--- src/inc/iwdg_pkg.sv ---
// Shared constants and types of the independent watchdog.
package iwdg_pkg;

  // Widths
  localparam int unsigned PRE_STAGES = 8;
  localparam int unsigned CNT_W      = 12;
  localparam int unsigned PSC_W      = 3;
  localparam int unsigned CMD_W      = 16;
  localparam int unsigned ADDR_W     = 4;
  localparam int unsigned DATA_W     = 32;

  // Register byte offsets
  localparam logic [ADDR_W-1:0] OFS_CMD  = 4'h0;
  localparam logic [ADDR_W-1:0] OFS_PSC  = 4'h4;
  localparam logic [ADDR_W-1:0] OFS_RLD  = 4'h8;
  localparam logic [ADDR_W-1:0] OFS_STAT = 4'hC;

  // Command keys
  localparam logic [CMD_W-1:0] KEY_UNLOCK = 16'h5555;
  localparam logic [CMD_W-1:0] KEY_START  = 16'hCCCC;
  localparam logic [CMD_W-1:0] KEY_RELOAD = 16'hAAAA;

  // Field positions
  localparam int unsigned PSC_LSB      = 0;
  localparam int unsigned RLD_LSB      = 0;
  localparam int unsigned CMD_LSB      = 0;
  localparam int unsigned STAT_PSC_BIT = 0;
  localparam int unsigned STAT_RLD_BIT = 1;
  localparam int unsigned N_UPD        = 2;

  // Reset values
  localparam logic [PSC_W-1:0] RST_PSC = 3'h0;
  localparam logic [CNT_W-1:0] RST_RLD = 12'hFFF;
  localparam logic [CNT_W-1:0] RST_CNT = 12'hFFF;

  // Prescaler decode: code 0 is divide by 4, codes 6 and 7 divide by 256
  localparam logic [PSC_W-1:0] PSC_MAX_CODE = 3'h6;
  localparam logic [3:0]       PRE_MIN_LOG2 = 4'h2;
  localparam logic [3:0]       PRE_MAX_LOG2 = 4'h8;

  // Oscillator edges a register update needs to reach the counter side
  localparam logic [1:0] UPD_OSC_EDGES = 2'h2;

  typedef enum {
    IWDG_IDLE,
    IWDG_RUN,
    IWDG_FIRED
  } iwdg_state_e;

endpackage : iwdg_pkg

--- src/inc/iwdg_core_if.sv ---
// Signals between the watchdog control logic, prescaler and counter.
`timescale 1ns/1ps
interface iwdg_core_if;
  logic                      adv;
  logic                      clr_pre;
  logic [iwdg_pkg::PSC_W-1:0] psc_code;
  logic                      dec_tick;
  logic                      load;
  logic [iwdg_pkg::CNT_W-1:0] load_val;
  logic [iwdg_pkg::CNT_W-1:0] count;
  logic                      zero;

  modport ctl (output adv, clr_pre, psc_code, load, load_val, input count, zero);
  modport pre (input adv, clr_pre, psc_code, output dec_tick);
  modport cnt (input dec_tick, load, load_val, output count, zero);
endinterface : iwdg_core_if

--- src/iwdg_prescaler.sv ---
// Eight-stage prescaler producing the counter decrement tick.
`timescale 1ns/1ps
module iwdg_prescaler (
  // Clock, reset, enable
  input  wire logic clk_i,
  input  wire logic rst_n_i,
  input  wire logic ce_i,
  // Core link
  iwdg_core_if.pre  core
);

  logic [iwdg_pkg::PRE_STAGES-1:0] stage_q;
  logic [iwdg_pkg::PRE_STAGES:0]   carry;
  logic [3:0]                      tap;

  assign carry[0] = core.adv;

  // Each stage passes the carry on when its bit is set
  genvar k;
  generate
    for (k = 0; k < iwdg_pkg::PRE_STAGES; k++) begin : g_stage
      assign carry[k+1] = carry[k] & stage_q[k];
    end
  endgenerate

  assign tap = (core.psc_code >= iwdg_pkg::PSC_MAX_CODE) ? iwdg_pkg::PRE_MAX_LOG2
                                                      : iwdg_pkg::PRE_MIN_LOG2 + {1'b0, core.psc_code};
  assign core.dec_tick = carry[tap];

  always_ff @(posedge clk_i or negedge rst_n_i) begin
    if (!rst_n_i) begin
      stage_q <= '0;
    end else if (ce_i) begin
      if (core.clr_pre) begin
        stage_q <= '0;
      end else if (core.adv) begin
        stage_q <= stage_q + 8'h01;
      end
    end
  end

endmodule : iwdg_prescaler

--- src/iwdg_counter.sv ---
// Twelve-bit down-counter with reload.
`timescale 1ns/1ps
module iwdg_counter (
  // Clock, reset, enable
  input  wire logic clk_i,
  input  wire logic rst_n_i,
  input  wire logic ce_i,
  // Core link
  iwdg_core_if.cnt  core
);

  logic [iwdg_pkg::CNT_W-1:0] count_q;

  assign core.count = count_q;
  assign core.zero  = (count_q == '0);

  always_ff @(posedge clk_i or negedge rst_n_i) begin
    if (!rst_n_i) begin
      count_q <= iwdg_pkg::RST_CNT;
    end else if (ce_i) begin
      if (core.load) begin
        count_q <= core.load_val;
      end else if (core.dec_tick && !core.zero) begin
        count_q <= count_q - 12'h001;
      end
    end
  end

endmodule : iwdg_counter

--- src/iwdg_top.sv ---
// Independent watchdog: register port, key handling, update tracking and control.
// What this block does
// - Eight-stage prescaler drives a twelve-bit down-counter.
// - Command 0xCCCC enables the watchdog and starts counting down.
// - While enabled, reaching zero asserts the system reset.
// - Command 0xAAAA loads the counter from the reload register, any time.
// - Hardware option bit starts counting after power-on without software.
// - Prescaler and reload registers writable only after unlock key 0x5555.
// - Any other command value re-locks prescaler and reload registers.
// - Status bit stays set while its register update is in progress.
// - In debug halt, counting stops only if the freeze control is set.
// - Counter advances only on the independent low-speed oscillator.
// - Prescale code 0 divides by 4, doubling, 6 and 7 give 256.
// - Prescaler read-back is invalid while its update is pending.
// - Command register is write-only, 16-bit command in the low half.
// - Registers accept half-word and word accesses.
// - Reload register holds a protected 12-bit value, resetting to all ones.
// - Status bit 1 is reload pending, bit 0 prescale pending.
`timescale 1ns/1ps
module iwdg_top (
  // Clock, reset, enable
  input  wire logic        clk_i,
  input  wire logic        rst_b_i,
  input  wire logic        ce_i,
  // Register port
  input  wire logic        reg_sel_i,
  input  wire logic        reg_we_i,
  input  wire logic        reg_half_i,
  input  wire logic [3:0]  reg_addr_i,
  input  wire logic [31:0] reg_wdata_i,
  output logic      [31:0] reg_rdata_o,
  output logic             reg_ack_o,
  output logic             reg_err_o,
  // Oscillator, option and debug
  input  wire logic        low_speed_internal_osc_i,
  input  wire logic        hw_watchdog_opt_i,
  input  wire logic        dbg_halt_i,
  input  wire logic        debug_freeze_control_i,
  // System reset request
  output logic             wdg_reset_o
);

  localparam int unsigned NU = iwdg_pkg::N_UPD;

  // Reset release
  logic rst_meta_q;
  logic rst_n;

  always_ff @(posedge clk_i or negedge rst_b_i) begin
    if (!rst_b_i) begin
      rst_meta_q <= 1'b0;
      rst_n      <= 1'b0;
    end else begin
      rst_meta_q <= 1'b1;
      rst_n      <= rst_meta_q;
    end
  end

  iwdg_core_if core ();

  // Oscillator edge detection
  logic osc_q;
  logic osc_tick;

  assign osc_tick = low_speed_internal_osc_i & ~osc_q;

  // Register decode
  logic                      acc;
  logic                      wr;
  logic                      wr_low;
  logic                      hit_cmd;
  logic                      hit_psc;
  logic                      hit_rld;
  logic                      hit_stat;
  logic                      mapped;
  logic [iwdg_pkg::CMD_W-1:0] cmd_val;
  logic                      cmd_wr;
  logic                      cmd_unlock;
  logic                      cmd_start;
  logic                      cmd_reload;

  assign acc      = reg_sel_i & ce_i;
  assign wr       = acc & reg_we_i;
  // Fields live in the low half; a half-word write to the upper half is dropped
  assign wr_low   = wr & ~(reg_half_i & reg_addr_i[1]);
  assign hit_cmd  = ({reg_addr_i[3:2], 2'b00} == iwdg_pkg::OFS_CMD);
  assign hit_psc  = ({reg_addr_i[3:2], 2'b00} == iwdg_pkg::OFS_PSC);
  assign hit_rld  = ({reg_addr_i[3:2], 2'b00} == iwdg_pkg::OFS_RLD);
  assign hit_stat = ({reg_addr_i[3:2], 2'b00} == iwdg_pkg::OFS_STAT);
  assign mapped   = hit_cmd | hit_psc | hit_rld | hit_stat;

  assign cmd_val    = reg_wdata_i[iwdg_pkg::CMD_LSB +: iwdg_pkg::CMD_W];
  assign cmd_wr     = wr_low & hit_cmd;
  assign cmd_unlock = cmd_wr & (cmd_val == iwdg_pkg::KEY_UNLOCK);
  assign cmd_start  = cmd_wr & (cmd_val == iwdg_pkg::KEY_START);
  assign cmd_reload = cmd_wr & (cmd_val == iwdg_pkg::KEY_RELOAD);

  // Write protection
  logic unlock_q;

  always_ff @(posedge clk_i or negedge rst_n) begin
    if (!rst_n) begin
      unlock_q <= 1'b0;
      osc_q    <= 1'b0;
    end else if (ce_i) begin
      osc_q <= low_speed_internal_osc_i;
      if (cmd_wr) begin
        unlock_q <= cmd_unlock;
      end
    end
  end

  // Protected register writes; locked writes leave everything untouched
  logic [NU-1:0] upd_wr;

  assign upd_wr[iwdg_pkg::STAT_PSC_BIT] = wr_low & hit_psc & unlock_q;
  assign upd_wr[iwdg_pkg::STAT_RLD_BIT] = wr_low & hit_rld & unlock_q;

  // Values written by software, waiting to reach the counter side
  logic [iwdg_pkg::PSC_W-1:0] psc_new_q;
  logic [iwdg_pkg::CNT_W-1:0] rld_new_q;
  // Values in force on the counter side
  logic [iwdg_pkg::PSC_W-1:0] psc_act_q;
  logic [iwdg_pkg::CNT_W-1:0] rld_act_q;

  // Update tracking: a transfer needs a few oscillator edges to land
  logic [NU-1:0] pend_q;
  logic [NU-1:0] commit;
  logic [1:0]    pend_cnt_q [NU];

  genvar u;
  generate
    for (u = 0; u < NU; u++) begin : g_upd
      logic last_edge;

      assign last_edge = pend_q[u] & osc_tick & (pend_cnt_q[u] == iwdg_pkg::UPD_OSC_EDGES - 2'h1);
      // A new write in the finishing cycle restarts the transfer
      assign commit[u] = last_edge & ~upd_wr[u];

      always_ff @(posedge clk_i or negedge rst_n) begin
        if (!rst_n) begin
          pend_q[u]     <= 1'b0;
          pend_cnt_q[u] <= 2'h0;
        end else if (ce_i) begin
          if (upd_wr[u]) begin
            pend_q[u]     <= 1'b1;
            pend_cnt_q[u] <= 2'h0;
          end else if (last_edge) begin
            pend_q[u] <= 1'b0;
          end else if (pend_q[u] && osc_tick) begin
            pend_cnt_q[u] <= pend_cnt_q[u] + 2'h1;
          end
        end
      end
    end
  endgenerate

  always_ff @(posedge clk_i or negedge rst_n) begin
    if (!rst_n) begin
      psc_new_q <= iwdg_pkg::RST_PSC;
      rld_new_q <= iwdg_pkg::RST_RLD;
      psc_act_q <= iwdg_pkg::RST_PSC;
      rld_act_q <= iwdg_pkg::RST_RLD;
    end else if (ce_i) begin
      if (upd_wr[iwdg_pkg::STAT_PSC_BIT]) begin
        psc_new_q <= reg_wdata_i[iwdg_pkg::PSC_LSB +: iwdg_pkg::PSC_W];
      end
      if (upd_wr[iwdg_pkg::STAT_RLD_BIT]) begin
        rld_new_q <= reg_wdata_i[iwdg_pkg::RLD_LSB +: iwdg_pkg::CNT_W];
      end
      if (commit[iwdg_pkg::STAT_PSC_BIT]) begin
        psc_act_q <= psc_new_q;
      end
      if (commit[iwdg_pkg::STAT_RLD_BIT]) begin
        rld_act_q <= rld_new_q;
      end
    end
  end

  // Power-on option: caught once, on the first enabled cycle after release
  logic opt_done_q;
  logic opt_start;

  assign opt_start = ~opt_done_q & hw_watchdog_opt_i;

  // Control state
  iwdg_pkg::iwdg_state_e state_q;
  iwdg_pkg::iwdg_state_e state_d;
  logic                  run;
  logic                  frozen;

  assign run    = (state_q == iwdg_pkg::IWDG_RUN);
  assign frozen = dbg_halt_i & debug_freeze_control_i;

  always_comb begin
    state_d = state_q;
    case (state_q)
      iwdg_pkg::IWDG_IDLE: begin
        if (cmd_start || opt_start) begin
          state_d = iwdg_pkg::IWDG_RUN;
        end
      end
      iwdg_pkg::IWDG_RUN: begin
        // A reload seen in the same cycle as zero still rescues the system
        if (core.zero && !cmd_reload) begin
          state_d = iwdg_pkg::IWDG_FIRED;
        end
      end
      iwdg_pkg::IWDG_FIRED: begin
        state_d = iwdg_pkg::IWDG_FIRED;
      end
      default: begin
        state_d = iwdg_pkg::IWDG_IDLE;
      end
    endcase
  end

  always_ff @(posedge clk_i or negedge rst_n) begin
    if (!rst_n) begin
      state_q    <= iwdg_pkg::IWDG_IDLE;
      opt_done_q <= 1'b0;
    end else if (ce_i) begin
      state_q    <= state_d;
      opt_done_q <= 1'b1;
    end
  end

  // Core drive; reload uses the value already in force on the counter side
  assign core.adv      = osc_tick & run & ~frozen;
  assign core.clr_pre  = cmd_reload | cmd_start;
  assign core.psc_code = psc_act_q;
  assign core.load     = cmd_reload;
  assign core.load_val = rld_act_q;

  iwdg_prescaler u_pre (
    .clk_i   (clk_i),
    .rst_n_i (rst_n),
    .ce_i    (ce_i),
    .core    (core.pre)
  );

  iwdg_counter u_cnt (
    .clk_i   (clk_i),
    .rst_n_i (rst_n),
    .ce_i    (ce_i),
    .core    (core.cnt)
  );

  // Read mux; the command register reads as zero
  logic [31:0] rd_word;

  assign rd_word = hit_psc  ? {29'h0, psc_act_q} :
                   hit_rld  ? {20'h0, rld_act_q} :
                   hit_stat ? {30'h0, pend_q}    :
                   32'h0;

  // Bus answer
  logic [31:0] rdata_q;
  logic        ack_q;
  logic        err_q;
  logic        fire_q;

  always_ff @(posedge clk_i or negedge rst_n) begin
    if (!rst_n) begin
      rdata_q <= 32'h0;
      ack_q   <= 1'b0;
      err_q   <= 1'b0;
      fire_q  <= 1'b0;
    end else if (ce_i) begin
      ack_q  <= acc;
      err_q  <= acc & ~mapped;
      fire_q <= (state_d == iwdg_pkg::IWDG_FIRED);
      if (acc && !reg_we_i) begin
        rdata_q <= rd_word;
      end
    end
  end

  assign reg_rdata_o = rdata_q;
  assign reg_ack_o   = ack_q;
  assign reg_err_o   = err_q;
  assign wdg_reset_o = fire_q;

endmodule : iwdg_top

--- config.mk ---
export PLATFORM = sky130hd
export DESIGN_NAME = iwdg_top
export DESIGN_NICKNAME = d
export VERILOG_FILES = /design/src/inc/iwdg_pkg.sv /design/src/inc/iwdg_core_if.sv /design/src/iwdg_prescaler.sv /design/src/iwdg_counter.sv /design/src/iwdg_top.sv
export SDC_FILE = /design/constraint.sdc
export NUM_CORES = 1
export LEC_CHECK = 0
export BUFFER_PORTS_ARGS = -buffer_cell sky130_fd_sc_hd__buf_2
export CAP_MARGIN = 15
export CORE_UTILIZATION = 35
export CTS_CLUSTER_SIZE = 24
export DETAILED_ROUTE_END_ITERATION = 8
export GPL_ROUTABILITY_DRIVEN = 0
export HOLD_SLACK_MARGIN = 0.05
export PLACE_DENSITY_LB_ADDON = 0.25
export SYNTH_ARGS = -nofsm -noshare
export SYNTH_HDL_FRONTEND = slang
export SYNTH_SLANG_ARGS = --single-unit
--- constraint.sdc ---
create_clock -name clk_i -period 3.8 [get_ports clk_i]
set_clock_uncertainty 0.1 [all_clocks]
set_input_delay 0 -clock clk_i [delete_from_list [all_inputs] [get_ports clk_i]]
set_output_delay 0 -clock clk_i [all_outputs]
set_load 0.01 [all_outputs]
==> results of run 1 <==
==> path summary, 6_finish.rpt <==
kind,from,to,slack (ps),cells after the start
worst max-delay path,state_q[3],u_cnt.core.count[11],1080,6
worst min-delay path,reg_addr_i[2],reg_rdata_o[1],70,4
worst max register to register,state_q[3],u_cnt.core.count[11],1080,6
worst min register to register,rst_meta_q,rst_n,260,0
max in group asynchronous,rst_n,rld_new_q[1],2210,1
min in group asynchronous,rst_b_i,rst_n,390,3
==> final cells by class <==
| class | instances | share of cell area |
|---|---|---|
| flip-flops and latches | 108 | 0.456 |
| multi-input cells | 332 | 0.367 |
| repair buffers | 71 | 0.0801 |
| clock buffers | 11 | 0.0403 |
| well taps | 184 | 0.0382 |
| clock inverters | 5 | 0.0110 |
| inverters | 12 | 0.00747 |
==> cells in the mapped netlist, types with 3 or more instances <==
cell type  number
nand2b_1        5
xnor2_1         3
and3b_1         3
o21a_1          3
a22oi_1         5
nor3b_1         3
a31oi_1         4
nor4bb_1        8
nor2_1         22
a21oi_1         7
dfrtp_1        72
and3_1          8
nor2b_1        38
dfstp_2        36
ha_1            5
nand3_1        20
clkbuf_1       18
or4_1           5
mux2_2         35
inv_1          12
nor3_1          7
buf_2           3
xor2_1          5
nor4_1         12
a211o_1         3
o21ai_0        21
nand4_1         8
buf_4          20
nand2_1        39
==> what timing repair did <==
action	CTS	global route
endpoints found under the hold margin	23	0
buffers inserted	0	0
hold buffers	23	0
==> state kept, by name, summed over array words and instances, names as in the netlist <==
name,count
core.load_val,12
core.psc_code,3
opt_done_q,1
osc_q,1
pend_cnt_q,4
pend_q,2
psc_new_q,3
reg_ack_o,1
reg_err_o,1
reg_rdata_o,12
rld_new_q,12
rst_meta_q,1
rst_n,1
state_q,32
u_cnt.core.count,12
u_pre.stage_q,8
unlock_q,1
wdg_reset_o,1
==> per-stage QoR <==
stage	instances	utilization	cell area, sq um	hold slack (ps)
5_1_grt	723	0.416	6030	110
3_3_place_gp	684	0.379	5490	-314
4_1_cts	723	0.416	6030	51.1
6_report	723	0.416	6030	66.1
3_5_place_dp	684	0.379	5490	-311
2_1_floorplan	493	-	5240	-396
==> critical path: cells and delay by family (launching register included) <==
kind	cells	cell delay, ps
simple gates	5	1990
flops	1	380
compound gates	1	180
==> cells by family after synthesis <==
family                   after synthesis  share of synthesized area
AND/OR/NAND/NOR                      192                      0.214
other                                  2                    0.00145
XOR/XNOR                               8                     0.0136
adder cells (fa/ha/maj)                5                     0.0121
buffers and inverters                 53                     0.0538
flip-flops                           108                      0.532
AO/OA/AOI/OAI                         69                     0.0928
multiplexers                          37                     0.0802
==> power by group through the flow <==
stage	combinational [mW]	clock, mW	sequential [mW]
detailed placement	0.149	0	1.25
CTS	0.165	1.01	1.23
global placement	0.143	0	1.25
finish	0.163	0.967	1.23
floorplan	0.111	0	1.24
global route	0.184	1.05	1.24
==> per-layer routing <==
layer  routed length (microns)  vias to the layer above  GRT usage  share of wire
met3                       298                       12     0.0318          0.028
met4                       148                        0     0.0670          0.014
met1                      4900                     1797      0.194           0.46
li1                          -                     1764          -              -
met5                         0                        -          0              0
met2                      5390                       64      0.253           0.50
==> results.sh, run 1 <==
export IMPL_status="finished, violations left"
export IMPL_violations="design-rule violations"
export IMPL_ys_top_cells_by_area="dfrtp_1 (35%), dfstp_2 (18%), mux2_2 (7.6%)"
export IMPL_path_cells="nor4_1, nand4_1, nor2_1, nand3_1, or4_1, a31oi_1"
export IMPL_fin_nets=585
export IMPL_grt_max_degree=78
export IMPL_layout_drive_gt1_share=0.273
export IMPL_die_width_microns=123
export IMPL_rsz0062_at_grt="no"
export IMPL_irDropWorstVdd_uv=187
export IMPL_clock_tree_buffer_depth=2
export IMPL_yosysSeqAreaShare=0.532
export IMPL_switching_share=0.239
export IMPL_leakagePower_nw=2.74
export IMPL_grtUsageTotal=0.154
export IMPL_p_per_area_nw_per_um2=391
export IMPL_fillCellCount=1385
export IMPL_cp_slowest_cell="or4_1"
export IMPL_worst_slew_pin_transition_ps=972
export IMPL_critical_path_class="reg2reg"
export IMPL_synth_top_area_cell="dfrtp_1"
export IMPL_routed_wl_mm=10.7
export IMPL_total_power_mw=2.36
export IMPL_final_hold_viol_count=0
export IMPL_start_util=0.357
export IMPL_path_max_fanout=13
export IMPL_diodes=0
export IMPL_clkTransAtPathRegs_ps=70
export IMPL_max_freq_mhz=368
export IMPL_port_buffers=43
export IMPL_slew_headroom=0.352
export IMPL_clk_latency_ps=350
export IMPL_drt_initial_drc_count=154
export IMPL_die_y_microns=123
export IMPL_fin_crit_ps=2720
export IMPL_antenna_found_initial=0
export IMPL_cts_inserted_buffers=9
export IMPL_final_common_cell="dfrtp_1"
export IMPL_critPathCaptureType="flip-flop"
export IMPL_drv_slew=0
export IMPL_synth_seq_cells=108
export IMPL_area_growth_pct=16.7
export IMPL_drc=1
export IMPL_core_rowCount=44
export IMPL_clkPwrFrac=0.410
export IMPL_p_int_mw=1.79
export IMPL_maxCapViolations=0
export IMPL_overflow=0
export IMPL_syn_area_sq_um=5160
export IMPL_combinationalPowerShare=0.069
export IMPL_grt_pass1_wl_mm=17.7
export IMPL_synthCells=474
export IMPL_max_stage_delay_ps=620
export IMPL_ant_nets=0
export IMPL_ys_types=60
export IMPL_min_path_type="in2reg"
export IMPL_avgSynthCellArea_sq_um=10.9
export IMPL_dp_slack_ps=1130
export IMPL_num_vias=3637
export IMPL_post_route_period_util=0.715
export IMPL_coreArea_sq_um=14500
export IMPL_wl_per_cell_microns=14.8
export IMPL_setup_viol=0
export IMPL_routed_via_density=5.03
export IMPL_multi_input_area_sq_um=2210
export IMPL_fin_tns_setup_ps=0
export IMPL_yosysWarnings=0
export IMPL_dr_pass1_iters=6
export IMPL_synth_top_cell_area_share=0.349
export IMPL_synth_main_ff_cell="dfrtp_1"
export IMPL_clockRootBuffer="clkbuf_16"
export IMPL_worstPathArrival_ps=2900
export IMPL_cp_start_kind="flip-flop"
export IMPL_htreeDepth=3
export IMPL_final_cell_mix="dfrtp_1 (71), buf_2 (43), nand2_1 (39), nor2b_1 (38), dfstp_2 (36)"
export IMPL_cts_resized=0
export IMPL_synthArstFlopShare=1.00
export IMPL_cts_tree="built"
export IMPL_cts_sinks=108
export IMPL_setup_slack_ps=1080
export IMPL_cp_data_required_time_ps=3980
export IMPL_grt_pass1_vias=3558
export IMPL_synth_edff_count=0
export IMPL_pwr_share_seq=0.521
export IMPL_p_switching_uw=565
export IMPL_hpwl_mm=7.51
export IMPL_seq_area_sq_um=2750
export IMPL_die_area_sq_um=15200
export IMPL_io_pins=81
Power figures use the tool's default switching activity.
==> inputs of run 2 (changes only) <==
- clock period: 3.8 -> 2.2 ns (I/O delays scaled with it)
==> run 2 against run 1 <==
  * The run ends with negative setup slack left
  * Cell area increased by 11%
  * Clock-buffer cell count rose by 1
  * Via count rose by 8.1%
  * Routed wire length rose by 16%
  * Final cell count up 7.6%
  * Utilization increased by 4.5 points
  * Worst hold slack better by 22 ps
  * Maximum frequency is 17% higher
  * Critical path depth did not move
  * Critical path type unchanged
==> results.sh, run 2 (synthesized netlist as in run 1, its figures left out) <==
export IMPL_clkTransAtPathRegs_ps=70
export IMPL_max_freq_mhz=429
export IMPL_setup_viol=8
export IMPL_slew_headroom=0.663
export IMPL_num_vias=3933
export IMPL_cts_tree="built"
export IMPL_finalNonFillerCells=778
export IMPL_clk_latency_ps=360
export IMPL_post_route_period_util=1.06
export IMPL_min_path_type="in2reg"
export IMPL_final_common_cell="dfrtp_1"
export IMPL_clock_tree_buffer_depth=2
export IMPL_hpwl_mm=8.81
export IMPL_overflow=0
export IMPL_die_width_microns=123
export IMPL_maxCapViolations=0
export IMPL_fin_crit_ps=2330
export IMPL_switching_share=0.239
export IMPL_cts_sinks=108
export IMPL_largest_register="state_q"
export IMPL_p_int_mw=3.19
export IMPL_grtUsageTotal=0.179
export IMPL_coreArea_sq_um=14500
export IMPL_path_max_fanout=5
export IMPL_leakagePower_nw=3.06
export IMPL_dp_slack_ps=-133
export IMPL_wl_per_cell_microns=16.0
export IMPL_routed_wl_mm=12.5
export IMPL_cts_inserted_buffers=9
export IMPL_p_per_area_nw_per_um2=626
export IMPL_combinationalPowerShare=0.100
export IMPL_pwr_share_seq=0.498
export IMPL_grt_max_degree=50
export IMPL_irDropWorstVdd_uv=697
export IMPL_fin_nets=640
export IMPL_dp_cells=730
export IMPL_cp_slowest_cell="or4_4"
export IMPL_setup_slack_ps=-130
export IMPL_final_hold_viol_count=0
export IMPL_area_growth_pct=29.5
export IMPL_crit_buf_inv=0
export IMPL_clockRootBuffer="clkbuf_16"
export IMPL_routed_via_density=5.06
export IMPL_port_buffers=43
export IMPL_critPathCaptureType="flip-flop"
export IMPL_layout_drive_gt1_share=0.389
export IMPL_cp_data_required_time_ps=2380
export IMPL_rsz0062_at_grt="yes"
export IMPL_worst_slew_pin_transition_ps=504
export IMPL_htreeDepth=3
export IMPL_path_cells="or4_4, or4_4, nand2_1, a21oi_4, and3_1, a311o_1"
export IMPL_p_switching_uw=999
export IMPL_critical_path_class="reg2reg"
export IMPL_io_pins=81
export IMPL_final_cell_mix="dfrtp_1 (71), buf_4 (54), buf_2 (42), nand2_1 (39), nor2b_1 (38)"
export IMPL_drt_initial_drc_count=156
export IMPL_drv_slew=0
export IMPL_cpMostUsedCell="or4_4"
export IMPL_antenna_found_initial=0
export IMPL_start_util=0.357
export IMPL_core_rowCount=44
export IMPL_cp_top_family="simple AND/OR/NAND/NOR gates"
export IMPL_drc=0
export IMPL_diodes=0
export IMPL_dr_pass1_iters=4
export IMPL_worstPathArrival_ps=2510
export IMPL_die_area_sq_um=15200
export IMPL_cp_start_kind="flip-flop"
export IMPL_die_y_microns=123
export IMPL_status="finished, violations left"
export IMPL_ant_nets=0
export IMPL_grt_pass1_wl_mm=20.4
export IMPL_largest_register_ffs=32
export IMPL_violations="negative setup slack"
export IMPL_max_stage_delay_ps=600
export IMPL_clkPwrFrac=0.402
export IMPL_grt_pass1_vias=3978
run 2: cell count changes in the layout (fill, tap and decap cells not counted), sizes merged:
cell         delta
dlygate4sd3     +2
buf            +53
clkbuf          +1
inv             -1
clkinvlp        -1
clkinv          +1
run 2: worst paths after layout:
path,from,endpoint,slack [ps],cells after the start
max,u_cnt.core.count[9],u_cnt.core.count[3],-130,6
min,reg_we_i,unlock_q,90,5
max reg2reg,u_cnt.core.count[9],u_cnt.core.count[3],-130,6
min reg2reg,rst_n,pend_cnt_q[1],140,0
max in group asynchronous,rst_n,u_cnt.core.count[8],1080,1
min in group asynchronous,rst_n,pend_cnt_q[1],140,0
run 2: layer usage:
layer / vias up / routed length [microns] / part of all wire / GRT usage
li1: 1870 / - / - / -
met1: 1948 / 5810 / 0.47 / 0.242
met2: 93 / 5820 / 0.47 / 0.277
met3: 22 / 535 / 0.043 / 0.0281
met4: 0 / 319 / 0.026 / 0.0934
met5: - / 0 / 0 / 0
run 2: worst register-to-register path, cell delays in order, from the launching register on:
cell and delay [ps]:
dfstp_2 370, or4_4 530, or4_4 600, nand2_1 130, a21oi_4 60, and3_1 170
a311o_1 310
run 2: per-stage QoR:
step | TNS, ps | util | area [sq um] | hold WS, ps | power (mW)
finish | -436 | 0.462 | 6690 | 87.8 | 4.18
global route | -1130 | 0.462 | 6690 | 112 | 4.36
CTS | -743 | 0.447 | 6470 | 63.2 | 4.21
detailed placement | -748 | 0.404 | 5850 | -313 | 2.48
global placement | -533 | 0.404 | 5850 | -315 | 2.47
floorplan | -95.5 | - | 5240 | -396 | 2.34
run 2: power by group through the flow:
| stage | sequential (mW) | combinational (mW) | clock [mW] |
|---|---|---|---|
| 5_1_grt | 2.09 | 0.460 | 1.80 |
| 2_1_floorplan | 2.15 | 0.192 | 0 |
| 4_1_cts | 2.09 | 0.394 | 1.73 |
| 6_report | 2.09 | 0.417 | 1.68 |
| 3_3_place_gp | 2.12 | 0.350 | 0 |
| 3_5_place_dp | 2.12 | 0.354 | 0 |
run 2: what timing repair did:
item                                    4_1_cts  5_1_grt
setup buffers                                 3        4
hold buffers                                 26        1
resized for setup                             7       37
pin swaps                                     6       13
hold endpoints to repair                     37        3
endpoints found under the setup margin       12       21
run 2: layout make-up:
| class | instances | area (sq um) |
|---|---|---|
| fillers | 1371 | 7790 |
| flip-flops and latches | 108 | 2750 |
| clock buffers | 12 | 256 |
| multi-input cells | 332 | 2420 |
| well taps | 184 | 230 |
| inverters | 12 | 45.0 |
| clock inverters | 4 | 56.3 |
| repair buffers | 126 | 931 |
